## src/logic/irb_defines.svh

```systemverilog
// irb_defines.svh: register map, field layout and record constants
// assumes: included by bare name from every design file of the record builder
`ifndef IRB_DEFINES_SVH
`define IRB_DEFINES_SVH

`define IRB_AW 8
`define IRB_OFF_CTRL 8'h00
`define IRB_OFF_CFG_LO 8'h04
`define IRB_OFF_CFG_HI 8'h08
`define IRB_OFF_CMD 8'h0c
`define IRB_OFF_STAT 8'h10
`define IRB_CTRL_FRAMED 0
`define IRB_CTRL_SUPPLY 1
`define IRB_CMD_QUERY 0
`define IRB_STAT_BUSY 0
`define IRB_STAT_DROP 8
`define IRB_LO_LINES 10
`define IRB_NLINES 15
`define IRB_CFG_W 3
`define IRB_CFG_ANALOG 3'h2
`define IRB_CFG_DIN 3'h3
`define IRB_CFG_DOUT_LO 3'h4
`define IRB_CFG_DOUT_HI 3'h5
`define IRB_NCHAN 3'h5
`define IRB_SUPPLY_CH 3'h4
`define IRB_AMASK_SUPPLY 7
`define IRB_SET_COUNT 8'h01
`define IRB_CR 8'h0d
`define IRB_ADC_W 10

`endif

```

## src/logic/irb_builder_unused_placeholder_never.sv

```systemverilog
`default_nettype none
`default_nettype wire

```

## src/logic/irb_pkg.sv

```systemverilog
// irb_pkg.sv: types shared by the sample record builder files
// assumes: irb_defines.svh on the include path
`include "irb_defines.svh"
`default_nettype none
package irb_pkg;
  typedef enum logic [3:0] {
    IRB_IDLE = 4'h0,
    IRB_CNT = 4'h1,
    IRB_DMH = 4'h2,
    IRB_DML = 4'h3,
    IRB_AM = 4'h4,
    IRB_DSH = 4'h5,
    IRB_DSL = 4'h6,
    IRB_ANH = 4'h7,
    IRB_ANL = 4'h8,
    IRB_CRT = 4'h9
  } irb_state_t;
  typedef struct packed {
    logic dest;
    logic last;
    logic [7:0] data;
  } irb_byte_t;
  typedef struct packed {
    logic framed;
    logic supply_en;
    logic [`IRB_NLINES*`IRB_CFG_W-1:0] line_cfg;
  } irb_cfg_t;
  typedef logic [4:0][`IRB_ADC_W-1:0] irb_adc_t;
endpackage
`default_nettype wire

```

## src/logic/irb_builder.sv

```systemverilog
// irb_builder.sv: top of the I/O sample record builder
// assumes: line pins are asynchronous; ADC words, remote query and received
// record pulses come from logic on ref_clk_i
//
// Contract
// - digital mask bits 0..14 name fixed lines
// - analog mask bits 0..3 channels, 7 supply
// - two state bytes only if any digital
// - two bytes per enabled analog channel
// - analog order channel zero up, supply last
// - line digital only for config 3,4,5
// - analog value 10 bits in two bytes
// - query captures everything at once, one record
// - local query to serial, remote over air
// - text mode ends each field with CR
// - record opens with sample count one
// - non-framed receiver discards remote records
// - multi-byte fields sent high byte first
`include "irb_defines.svh"
`default_nettype none
module irb_builder import irb_pkg::*; (
  input wire logic ref_clk_i,
  input wire logic sys_rst_i,
  input wire logic psel_i,
  input wire logic penable_i,
  input wire logic pwrite_i,
  input wire logic [`IRB_AW-1:0] paddr_i,
  input wire logic [31:0] pwdata_i,
  output logic [31:0] prdata_o,
  output logic pready_o,
  output logic pslverr_o,
  input wire logic [`IRB_NLINES-1:0] lines_i,
  input wire irb_adc_t adc_i,
  input wire logic remote_query_i,
  input wire logic rx_rec_i,
  output irb_byte_t out_o,
  output logic out_valid_o,
  input wire logic out_ready_i,
  output logic busy_o,
  output logic fwd_rec_o
);
  irb_cfg_t cfg;
  logic local_query;
  irb_state_t st, next_st, ret_st, next_ret_st, after;
  logic [2:0] ch, next_ch, cand_ch;
  logic [15:0] snap_dmask, next_snap_dmask, snap_dst, next_snap_dst;
  logic [7:0] snap_amask, next_snap_amask;
  irb_adc_t snap_an, next_snap_an;
  logic snap_text, next_snap_text, dest, next_dest;
  logic [`IRB_NLINES-1:0] line_s1, line_s2;
  logic [15:0] live_dmask;
  logic [7:0] live_amask;
  irb_byte_t push;
  logic push_valid, push_ready, field_end, adv, start, start_remote;
  logic [7:0] drop_cnt, next_drop_cnt;
  logic next_fwd;

  irb_apb u_apb (
    .ref_clk_i(ref_clk_i),
    .sys_rst_i(sys_rst_i),
    .psel_i(psel_i),
    .penable_i(penable_i),
    .pwrite_i(pwrite_i),
    .paddr_i(paddr_i),
    .pwdata_i(pwdata_i),
    .prdata_o(prdata_o),
    .pready_o(pready_o),
    .pslverr_o(pslverr_o),
    .cfg_o(cfg),
    .query_o(local_query),
    .busy_i(busy_o),
    .drop_cnt_i(drop_cnt)
  );

  irb_skid u_skid (
    .ref_clk_i(ref_clk_i),
    .sys_rst_i(sys_rst_i),
    .in_i(push),
    .in_valid_i(push_valid),
    .in_ready_o(push_ready),
    .out_o(out_o),
    .out_valid_o(out_valid_o),
    .out_ready_i(out_ready_i)
  );

  function automatic logic [2:0] line_cfg_of(input irb_cfg_t c, input int idx);
    line_cfg_of = c.line_cfg[idx*`IRB_CFG_W +: `IRB_CFG_W];
  endfunction

  // first enabled analog channel at or above 'from'; channel 4 is supply
  function automatic logic [2:0] next_chan(input logic [7:0] am, input logic [2:0] from);
    logic [2:0] r;
    r = `IRB_NCHAN;
    for (int i = int'(`IRB_SUPPLY_CH); i >= 0; i--) begin
      if (i >= int'(from)) begin
        if (i == int'(`IRB_SUPPLY_CH) ? am[`IRB_AMASK_SUPPLY] : am[i]) begin
          r = 3'(i);
        end
      end
    end
    next_chan = r;
  endfunction

  always_comb begin
    live_dmask = 16'h0;
    live_amask = 8'h0;
    for (int i = 0; i < `IRB_NLINES; i++) begin
      live_dmask[i] = line_cfg_of(cfg, i) == `IRB_CFG_DIN ||
                      line_cfg_of(cfg, i) == `IRB_CFG_DOUT_LO ||
                      line_cfg_of(cfg, i) == `IRB_CFG_DOUT_HI;
    end
    for (int i = 0; i < int'(`IRB_SUPPLY_CH); i++) begin
      live_amask[i] = line_cfg_of(cfg, i) == `IRB_CFG_ANALOG;
    end
    live_amask[`IRB_AMASK_SUPPLY] = cfg.supply_en;
  end

  // queries arriving while a record is in flight are dropped; local wins a tie
  assign start = (st == IRB_IDLE) && (local_query || remote_query_i);
  assign start_remote = !local_query && remote_query_i;
  assign adv = push_valid && push_ready;

  always_comb begin
    next_st = st;
    next_ret_st = ret_st;
    next_ch = ch;
    next_snap_dmask = snap_dmask;
    next_snap_amask = snap_amask;
    next_snap_dst = snap_dst;
    next_snap_an = snap_an;
    next_snap_text = snap_text;
    next_dest = dest;
    push = '0;
    push_valid = 1'b0;
    field_end = 1'b0;
    after = st;
    cand_ch = ch;
    case (st)
      IRB_IDLE: begin
        if (start) begin
          next_snap_dmask = live_dmask;
          next_snap_amask = live_amask;
          next_snap_dst = {1'b0, line_s2} & live_dmask;
          next_snap_an = adc_i;
          next_snap_text = !cfg.framed;
          next_dest = start_remote;
          next_st = IRB_CNT;
        end
      end
      IRB_CNT: begin
        push.data = `IRB_SET_COUNT;
        field_end = 1'b1;
        after = IRB_DMH;
      end
      IRB_DMH: begin
        push.data = {1'b0, snap_dmask[14:8]};
        after = IRB_DML;
      end
      IRB_DML: begin
        push.data = snap_dmask[7:0];
        field_end = 1'b1;
        after = IRB_AM;
      end
      IRB_AM: begin
        push.data = {snap_amask[`IRB_AMASK_SUPPLY], 3'h0, snap_amask[3:0]};
        field_end = 1'b1;
        cand_ch = next_chan(snap_amask, 3'h0);
        // state bytes only with digital lines
        if (snap_dmask != 16'h0) begin
          after = IRB_DSH;
        end else begin
          after = (cand_ch == `IRB_NCHAN) ? IRB_IDLE : IRB_ANH;
        end
      end
      IRB_DSH: begin
        push.data = snap_dst[15:8];
        after = IRB_DSL;
      end
      IRB_DSL: begin
        push.data = snap_dst[7:0];
        field_end = 1'b1;
        cand_ch = next_chan(snap_amask, 3'h0);
        after = (cand_ch == `IRB_NCHAN) ? IRB_IDLE : IRB_ANH;
      end
      IRB_ANH: begin
        push.data = {6'h0, snap_an[ch][`IRB_ADC_W-1:8]};
        after = IRB_ANL;
      end
      IRB_ANL: begin
        push.data = snap_an[ch][7:0];
        field_end = 1'b1;
        cand_ch = next_chan(snap_amask, 3'(ch + 3'h1));
        after = (cand_ch == `IRB_NCHAN) ? IRB_IDLE : IRB_ANH;
      end
      IRB_CRT: begin
        push.data = `IRB_CR;
        after = ret_st;
      end
      default: begin
        next_st = IRB_IDLE;
      end
    endcase
    push_valid = (st != IRB_IDLE) && (st <= IRB_CRT);
    push.dest = dest;
    push.last = (field_end && snap_text) ? 1'b0 : (after == IRB_IDLE);
    if (adv) begin
      next_ch = cand_ch;
      if (field_end && snap_text) begin
        next_st = IRB_CRT;
        next_ret_st = after;
      end else begin
        next_st = after;
      end
    end
  end

  always_comb begin
    next_drop_cnt = drop_cnt;
    next_fwd = rx_rec_i && cfg.framed;
    if (rx_rec_i && !cfg.framed && drop_cnt != 8'hff) begin
      next_drop_cnt = 8'(drop_cnt + 8'h1);
    end
  end

  always_ff @(posedge ref_clk_i or posedge sys_rst_i) begin
    if (sys_rst_i) begin
      st <= IRB_IDLE;
      ret_st <= IRB_IDLE;
      ch <= 3'h0;
      snap_dmask <= 16'h0;
      snap_amask <= 8'h0;
      snap_dst <= 16'h0;
      snap_an <= '0;
      snap_text <= 1'b0;
      dest <= 1'b0;
      line_s1 <= '0;
      line_s2 <= '0;
      busy_o <= 1'b0;
      drop_cnt <= 8'h0;
      fwd_rec_o <= 1'b0;
    end else begin
      st <= next_st;
      ret_st <= next_ret_st;
      ch <= next_ch;
      snap_dmask <= next_snap_dmask;
      snap_amask <= next_snap_amask;
      snap_dst <= next_snap_dst;
      snap_an <= next_snap_an;
      snap_text <= next_snap_text;
      dest <= next_dest;
      line_s1 <= lines_i;
      line_s2 <= line_s1;
      busy_o <= next_st != IRB_IDLE;
      drop_cnt <= next_drop_cnt;
      fwd_rec_o <= next_fwd;
    end
  end
endmodule // irb_builder
`default_nettype wire

```

## src/logic/irb_skid.sv

```systemverilog
// irb_skid.sv: two-entry record byte buffer, outputs straight from flops
// assumes: one clock; sink may stall at any time
`include "irb_defines.svh"
`default_nettype none
module irb_skid import irb_pkg::*; (
  input wire logic ref_clk_i,
  input wire logic sys_rst_i,
  input wire irb_byte_t in_i,
  input wire logic in_valid_i,
  output logic in_ready_o,
  output irb_byte_t out_o,
  output logic out_valid_o,
  input wire logic out_ready_i
);
  irb_byte_t spare, next_spare, next_out;
  logic spare_v, next_spare_v, next_out_v;

  assign in_ready_o = !spare_v;

  always_comb begin
    next_out = out_o;
    next_out_v = out_valid_o;
    next_spare = spare;
    next_spare_v = spare_v;
    if (out_ready_i || !out_valid_o) begin
      if (spare_v) begin
        next_out = spare;
        next_out_v = 1'b1;
        next_spare_v = 1'b0;
      end else begin
        next_out = in_i;
        next_out_v = in_valid_i;
      end
    end else if (in_valid_i && !spare_v) begin
      // head stalled: park the word so nothing is lost
      next_spare = in_i;
      next_spare_v = 1'b1;
    end
  end

  always_ff @(posedge ref_clk_i or posedge sys_rst_i) begin
    if (sys_rst_i) begin
      out_o <= '0;
      out_valid_o <= 1'b0;
      spare <= '0;
      spare_v <= 1'b0;
    end else begin
      out_o <= next_out;
      out_valid_o <= next_out_v;
      spare <= next_spare;
      spare_v <= next_spare_v;
    end
  end
endmodule // irb_skid
`default_nettype wire

```

## src/logic/irb_apb.sv

```systemverilog
// irb_apb.sv: APB slave holding mode, line configuration and query command
// assumes: APB master on ref_clk_i; zero wait states, pready one cycle after setup
`include "irb_defines.svh"
`default_nettype none
module irb_apb import irb_pkg::*; (
  input wire logic ref_clk_i,
  input wire logic sys_rst_i,
  input wire logic psel_i,
  input wire logic penable_i,
  input wire logic pwrite_i,
  input wire logic [`IRB_AW-1:0] paddr_i,
  input wire logic [31:0] pwdata_i,
  output logic [31:0] prdata_o,
  output logic pready_o,
  output logic pslverr_o,
  output irb_cfg_t cfg_o,
  output logic query_o,
  input wire logic busy_i,
  input wire logic [7:0] drop_cnt_i
);
  localparam int HI_W = (`IRB_NLINES - `IRB_LO_LINES) * `IRB_CFG_W;
  localparam int LO_W = `IRB_LO_LINES * `IRB_CFG_W;
  irb_cfg_t next_cfg;
  logic [31:0] next_prdata, rd;
  logic next_pready, next_pslverr, next_query, hit, setup, access;

  always_comb begin
    setup = psel_i && !penable_i;
    access = psel_i && penable_i && pready_o;
    hit = 1'b1;
    rd = 32'h0;
    case (paddr_i)
      `IRB_OFF_CTRL: begin
        rd[`IRB_CTRL_FRAMED] = cfg_o.framed;
        rd[`IRB_CTRL_SUPPLY] = cfg_o.supply_en;
      end
      `IRB_OFF_CFG_LO: rd[LO_W-1:0] = cfg_o.line_cfg[LO_W-1:0];
      `IRB_OFF_CFG_HI: rd[HI_W-1:0] = cfg_o.line_cfg[LO_W+HI_W-1:LO_W];
      `IRB_OFF_CMD: rd = 32'h0;
      `IRB_OFF_STAT: begin
        rd[`IRB_STAT_BUSY] = busy_i;
        rd[`IRB_STAT_DROP +: 8] = drop_cnt_i;
      end
      default: hit = 1'b0;
    endcase
    next_pready = setup;
    next_pslverr = setup && !hit;
    next_prdata = (setup && !pwrite_i) ? rd : prdata_o;
    next_cfg = cfg_o;
    next_query = 1'b0;
    if (access && pwrite_i && !pslverr_o) begin
      case (paddr_i)
        `IRB_OFF_CTRL: begin
          next_cfg.framed = pwdata_i[`IRB_CTRL_FRAMED];
          next_cfg.supply_en = pwdata_i[`IRB_CTRL_SUPPLY];
        end
        `IRB_OFF_CFG_LO: next_cfg.line_cfg[LO_W-1:0] = pwdata_i[LO_W-1:0];
        `IRB_OFF_CFG_HI: next_cfg.line_cfg[LO_W+HI_W-1:LO_W] = pwdata_i[HI_W-1:0];
        `IRB_OFF_CMD: next_query = pwdata_i[`IRB_CMD_QUERY];
        default: next_query = 1'b0;
      endcase
    end
  end

  always_ff @(posedge ref_clk_i or posedge sys_rst_i) begin
    if (sys_rst_i) begin
      prdata_o <= 32'h0;
      pready_o <= 1'b0;
      pslverr_o <= 1'b0;
      cfg_o <= '0;
      query_o <= 1'b0;
    end else begin
      prdata_o <= next_prdata;
      pready_o <= next_pready;
      pslverr_o <= next_pslverr;
      cfg_o <= next_cfg;
      query_o <= next_query;
    end
  end
endmodule // irb_apb
`default_nettype wire

```

## config.mk

```make
export PLATFORM = sky130hd
export DESIGN_NAME = irb_builder
export DESIGN_NICKNAME = d
export VERILOG_FILES = /design/src/logic/irb_builder_unused_placeholder_never.sv /design/src/logic/irb_pkg.sv /design/src/logic/irb_builder.sv /design/src/logic/irb_skid.sv /design/src/logic/irb_apb.sv
export VERILOG_INCLUDE_DIRS = /design/src /design/src/logic
export SDC_FILE = /design/constraint.sdc
export NUM_CORES = 1
export LEC_CHECK = 0
export BUFFER_PORTS_ARGS = -buffer_cell sky130_fd_sc_hd__buf_2
export CORE_UTILIZATION = 40
export DETAILED_ROUTE_END_ITERATION = 8
export MAX_ROUTING_LAYER = met4
export PLACE_DENSITY_LB_ADDON = 0.3
export SETUP_SLACK_MARGIN = 0.2
export SLEW_MARGIN = 20
export SYNTH_ARGS = -nofsm -noshare
export SYNTH_HDL_FRONTEND = slang
export SYNTH_HIERARCHICAL = 1
export SYNTH_SLANG_ARGS = --single-unit
```

## constraint.sdc

```tcl
create_clock -name ref_clk_i -period 5.6 [get_ports ref_clk_i]
set_input_delay 0.84 -clock ref_clk_i [delete_from_list [all_inputs] [get_ports ref_clk_i]]
set_output_delay 0.84 -clock ref_clk_i [all_outputs]
set_load 0.02 [all_outputs]
```

# After elaboration in Yosys (flattened, before gate mapping)
# Cells that the tools add are included.
dict set report totals {
  regBits 241
  out_inout_bits 47
  wordCells 230
}
dict set report classes {
  addsub 2
  n_lt_le_gt_ge 7
  n_eq_ne 66
  muxes 46
  bitwise_logic 2
  n_reduce_logical 73
}
# cell n
set op_table {}
lappend op_table {{$eq A3 B3 Y1 const B} 33}
lappend op_table {{$pmux W8 S9} 1}
lappend op_table {{$mux W3} 21}
lappend op_table {{$eq A3 B2 Y1 const B} 19}
lappend op_table {{$pmux W4 S9} 1}
lappend op_table {{$logic_or A1 B1 Y1} 32}
lappend op_table {{$bmux W10 S3} 1}
lappend op_table {{$pmux W7 S3} 1}
lappend op_table {{$mux W10} 2}
lappend op_table {{$eq A4 B3 Y1 const B} 4}
lappend op_table {{$eq A8 B4 Y1 const B} 2}
lappend op_table {{$reduce_bool A16 Y1} 1}
lappend op_table {{$and A15 B15 Y15} 1}
lappend op_table {{$logic_and A1 B1 Y1} 15}
lappend op_table {{$mux W14} 1}
lappend op_table {{$reduce_and A2 Y1} 7}
lappend op_table {{$mux W4} 3}
lappend op_table {{$pmux W6 S2} 1}
lappend op_table {{$reduce_or A5 Y1} 2}
lappend op_table {{$mux W1} 9}
lappend op_table {{$pmux W3 S3} 1}
lappend op_table {{$reduce_or A9 Y1} 1}
lappend op_table {{$add A8 B1 Y8 const B} 1}
lappend op_table {{$eq A4 B2 Y1 const B} 2}
lappend op_table {{other kinds (22)} 34}

# Logic depth before layout (Yosys ltp)
dict set report logic_depth {
  ltp_word 19
  ltp_mapped 11
  mapped_depth_nobuf 10
}

# Modules after synthesis
# The synthesis kept the hierarchy.
# mod n_inst cells_each area_per_inst_um2 seq_area_each_um2
set modules_own_cells {}
lappend modules_own_cells {irb_builder 1 539 6364.9 3453.3}
lappend modules_own_cells {irb_apb 1 244 3483.3 2001.9}
lappend modules_own_cells {irb_skid 1 62 1051.0 550.5}

# Least setup slack after synthesis
# Ideal clock, no wire load.
dict set report synth_timing {
  path_type {register to register}
  startpoint {register ch[1]}
  endpoint {register u_skid/out_o[8] (netlist name)}
  setup_ns 0.064
  arrival_time_ns 3.153
  required_ns 5.536
  slack_ns 2.383
  stages_incl_launch_ff 12
  path_buffers 1
  cell_sequence {dfrtp_1 > buf_1 > inv_1 > ha_1 > or4_1 > o211ai_1 > o21ba_2 > o21ai_1 > or2_2 > nor4b_1 > mux2_4 > mux2_4}
}
# item line
set synth_lines {}
lappend synth_lines {{start: declaration} irb_builder.sv:45} ;# logic [2:0] ch, next_ch, cand_ch;
lappend synth_lines {{start signal: assignment} irb_builder.sv:244} ;# ch <= next_ch;

==> flow_summary.toml <==
[status]
status = "finished clean"

[yosys]
yosys_register_bits = 240
synth_commonest_cells = "dfrtp_1, mux2_2, mux2_4"
ys.flop_type = "dfrtp_1"
syn_area_mm2 = 0.0109
netlist.area_leader.share = 0.551
yosysSeqAreaShare = 0.551
synth_cells = 845
ys_warn_count = 6
avgSynthCellArea_um2 = 12.9
yosysMostFrequentCell = "dfrtp_1"
synth_edf_count = 0
ys_types = 71
yosys.area.top_type = "dfrtp_1"
synthArstFlopShare = 1.00
netlist_top_cells_area = "dfrtp_1, mux2_2, mux2_4"

[min_path]
hold_depth = 0
hold_class = "flip-flop to flip-flop"
hp-start = "line_s1[0]"

[floorplanning]
coreArea_mm2 = 0.0269
die_area_mm2 = 0.0279
start_util = 0.406
die_h_um = 167
fp.dieW_um = 167
ios = 160
fp-row-count = 60

[clocking]
clkSlewWorstSetupHoldPaths_ps = 60
clk_path_buf_depth = 3
cts-root-buf = "clkbuf_16"
ctsResizeCount = 0
tritoncts = "yes"
clock_sinks = 240
clk_latency_ps = 530
cts_buffers = 26
post_cts_buffers = 0
cts_max_level = 1
postCtsHoldBufs = 0

[routing]
wl_mm = 25.4
vias = 7314
drt_first_pass_iters = 5
via_per_inst = 5.43
wl_per_cell_um = 18.9
drc_errors = 0
drtIter0Drc = 515
ant_nets = 0

[placed_design]
post_dp_cell_area_mm2 = 0.0119
globalplace.congestion = 0.865
dp_cells = 1297
io_buffer_count = 155
hpwl_mm = 17.5

[power]
power.leakage_uw = 0.00618
combPwrFrac = 0.281
power.internal_uw = 3940
switching_power_uw = 1780
p_sw_frac = 0.311
vdd.ir_drop.worst_mv = 0.280
clkPwrFrac = 0.306
power.density_mw_per_mm2 = 446
p_seq_frac = 0.413

[critical_path]
cp_cell_sequence = "inv_1 > ha_1 > or4_1 > o211ai_1 > o21ba_2 > o21ai_1 > or2_2 > nor4b_1 > mux2_4 > mux2_4"
ff2ff_setup_slack_ps = 1880
crit_arrival_ps = 4180
startpoint = "ch[1]"
cp_max_fo = 14
required_ps = 6060
cp_slowest_stage_delay_ps = 840
critPathLaunchType = "flip-flop"
worstSetupEndpointType = "flip-flop"
cp_common_cell = "mux2_4"
path_class = "flip-flop to flip-flop"
rr_worst_depth = 10
r2r_start = "ch[1]"
slowest_stage = "dfrtp_1"

[finish]
drive_gt1_frac = 0.375
nNetsFinal = 1101
fin_area_mm2 = 0.0128
fillers = 2461
final_cells = 1346
area_growth_pct = 17.5

[global_routing]
grt_overflow_total = 0
grt_pass1_vias = 7502
grt_first_pass_wirelength_mm = 41.0
grt_max_degree = 100
grt.total_usage = 0.190
antenna_found_initial = 1

[timing]
rsz0062_at_grt = "no"
slew_viol_final = 0
fmax_mhz = 269
report.final.setup_viol = 0
hold_violations = 0
worst_slew_pin_slew_ps = 912
finalClockSkew_ps = 9.28
relSlewSlack = 0.392
finalCritPeriodShare = 0.664
period_needed_ps = 3720
setup_tns_ps = 0

[flow_run]
max_cap_viol_count = 0
## sequential cells by signal, summed over array words and instances, names as in the netlist, 3 cells and up
signal and flops:
ch 3, u_skid/out_o 10, line_s2 15, ret_st 4
u_apb/prdata_o 30, snap_amask 5, snap_dmask 15, drop_cnt 8
line_s1 15, snap_an 50, st 4, u_apb/cfg_o 47
snap_dst 15, u_skid/spare 10
## power by group through the flow
stage | Combinational [µW] | Sequential (µW) | Clock (µW)
floorplan | 1300 | 2290 | 0
global placement | 1570 | 2370 | 0
detailed placement | 1600 | 2390 | 0
CTS | 1610 | 2360 | 1800
global route | 1760 | 2410 | 1870
finish | 1600 | 2360 | 1750
## worst paths after layout
| kind | end |
|---|---|
| max in group asynchronous | snap_dst[6] |
| setup / recovery | u_skid/out_o[8] |
| hold / removal | line_s2[0] |
| min in group asynchronous | st[1] |
| setup reg to reg | u_skid/out_o[8] |
| hold reg to reg | line_s2[0] |
## placed cells by master (no fill, tap or decap), types with 14 or more instances in the layout
cell type  netlist  final
a22oi_1         17     17
a21o_1          16     16
o21ai_0         24     24
dfrtp_1        240    240
clkbuf_16        0     27
nor3_1          14     14
mux2_2          88     88
mux2_4          56     56
buf_2            3    155
inv_1           19     17
nor2_1          42     42
a22o_1          40     40
a21oi_1         23     23
nand2_1         42     42
## metrics by stage
stage | total power (µW) | setup WS, ps | hold WS, ps | util
floorplan | 3580 | 1060 | 331 | -
global placement | 3940 | 1920 | 337 | 0.443
detailed placement | 3990 | 1870 | 336 | 0.443
CTS | 5760 | 1850 | 350 | 0.476
global route | 6040 | 1510 | 355 | 0.476
finish | 5710 | 1880 | 348 | 0.476
## critical path: cells and delay by family, from the launching register on
family,cells,cell delay (ps)
and+or+nand+nor,3,1420
DFF,1,840
AOI/OAI and AO/OA,3,480
adders and majority gates,1,390
muxes,2,380
buffers and inverters,1,140
## per-layer routing
metal,track usage,share of wire
met3,0.0238,0.033
met5,-,0
met4,0.0576,0.026
met1,0.249,0.45
met2,0.308,0.49
## cell families (layout without fill, tap and decap cells)
kind of cell	Yosys count	after routing	share of synthesized area
AOI/OAI and AO/OA	189	189	0.129
xor gates and xnor gates	9	9	0.00723
adders and majority gates	5	5	0.00551
buffers and inverters	72	230	0.0310
DFF	240	240	0.551
muxes	159	159	0.191
other	1	3	0.000344
and+or+nand+nor	170	170	0.0853
## layout make-up
type | instances | area, µm² | share of cell area
tap | 341 | 427 | 0.0333
inverter | 20 | 81.3 | 0.00635
timing repair buffer | 162 | 832 | 0.0650
sequential | 240 | 6010 | 0.469
clock inverter | 9 | 95.1 | 0.00743
clock buffer | 39 | 791 | 0.0618
multi-input combinational | 534 | 4570 | 0.357
antenna | 1 | 2.50 | 0.000195
(Power assumes the default switching activity.)
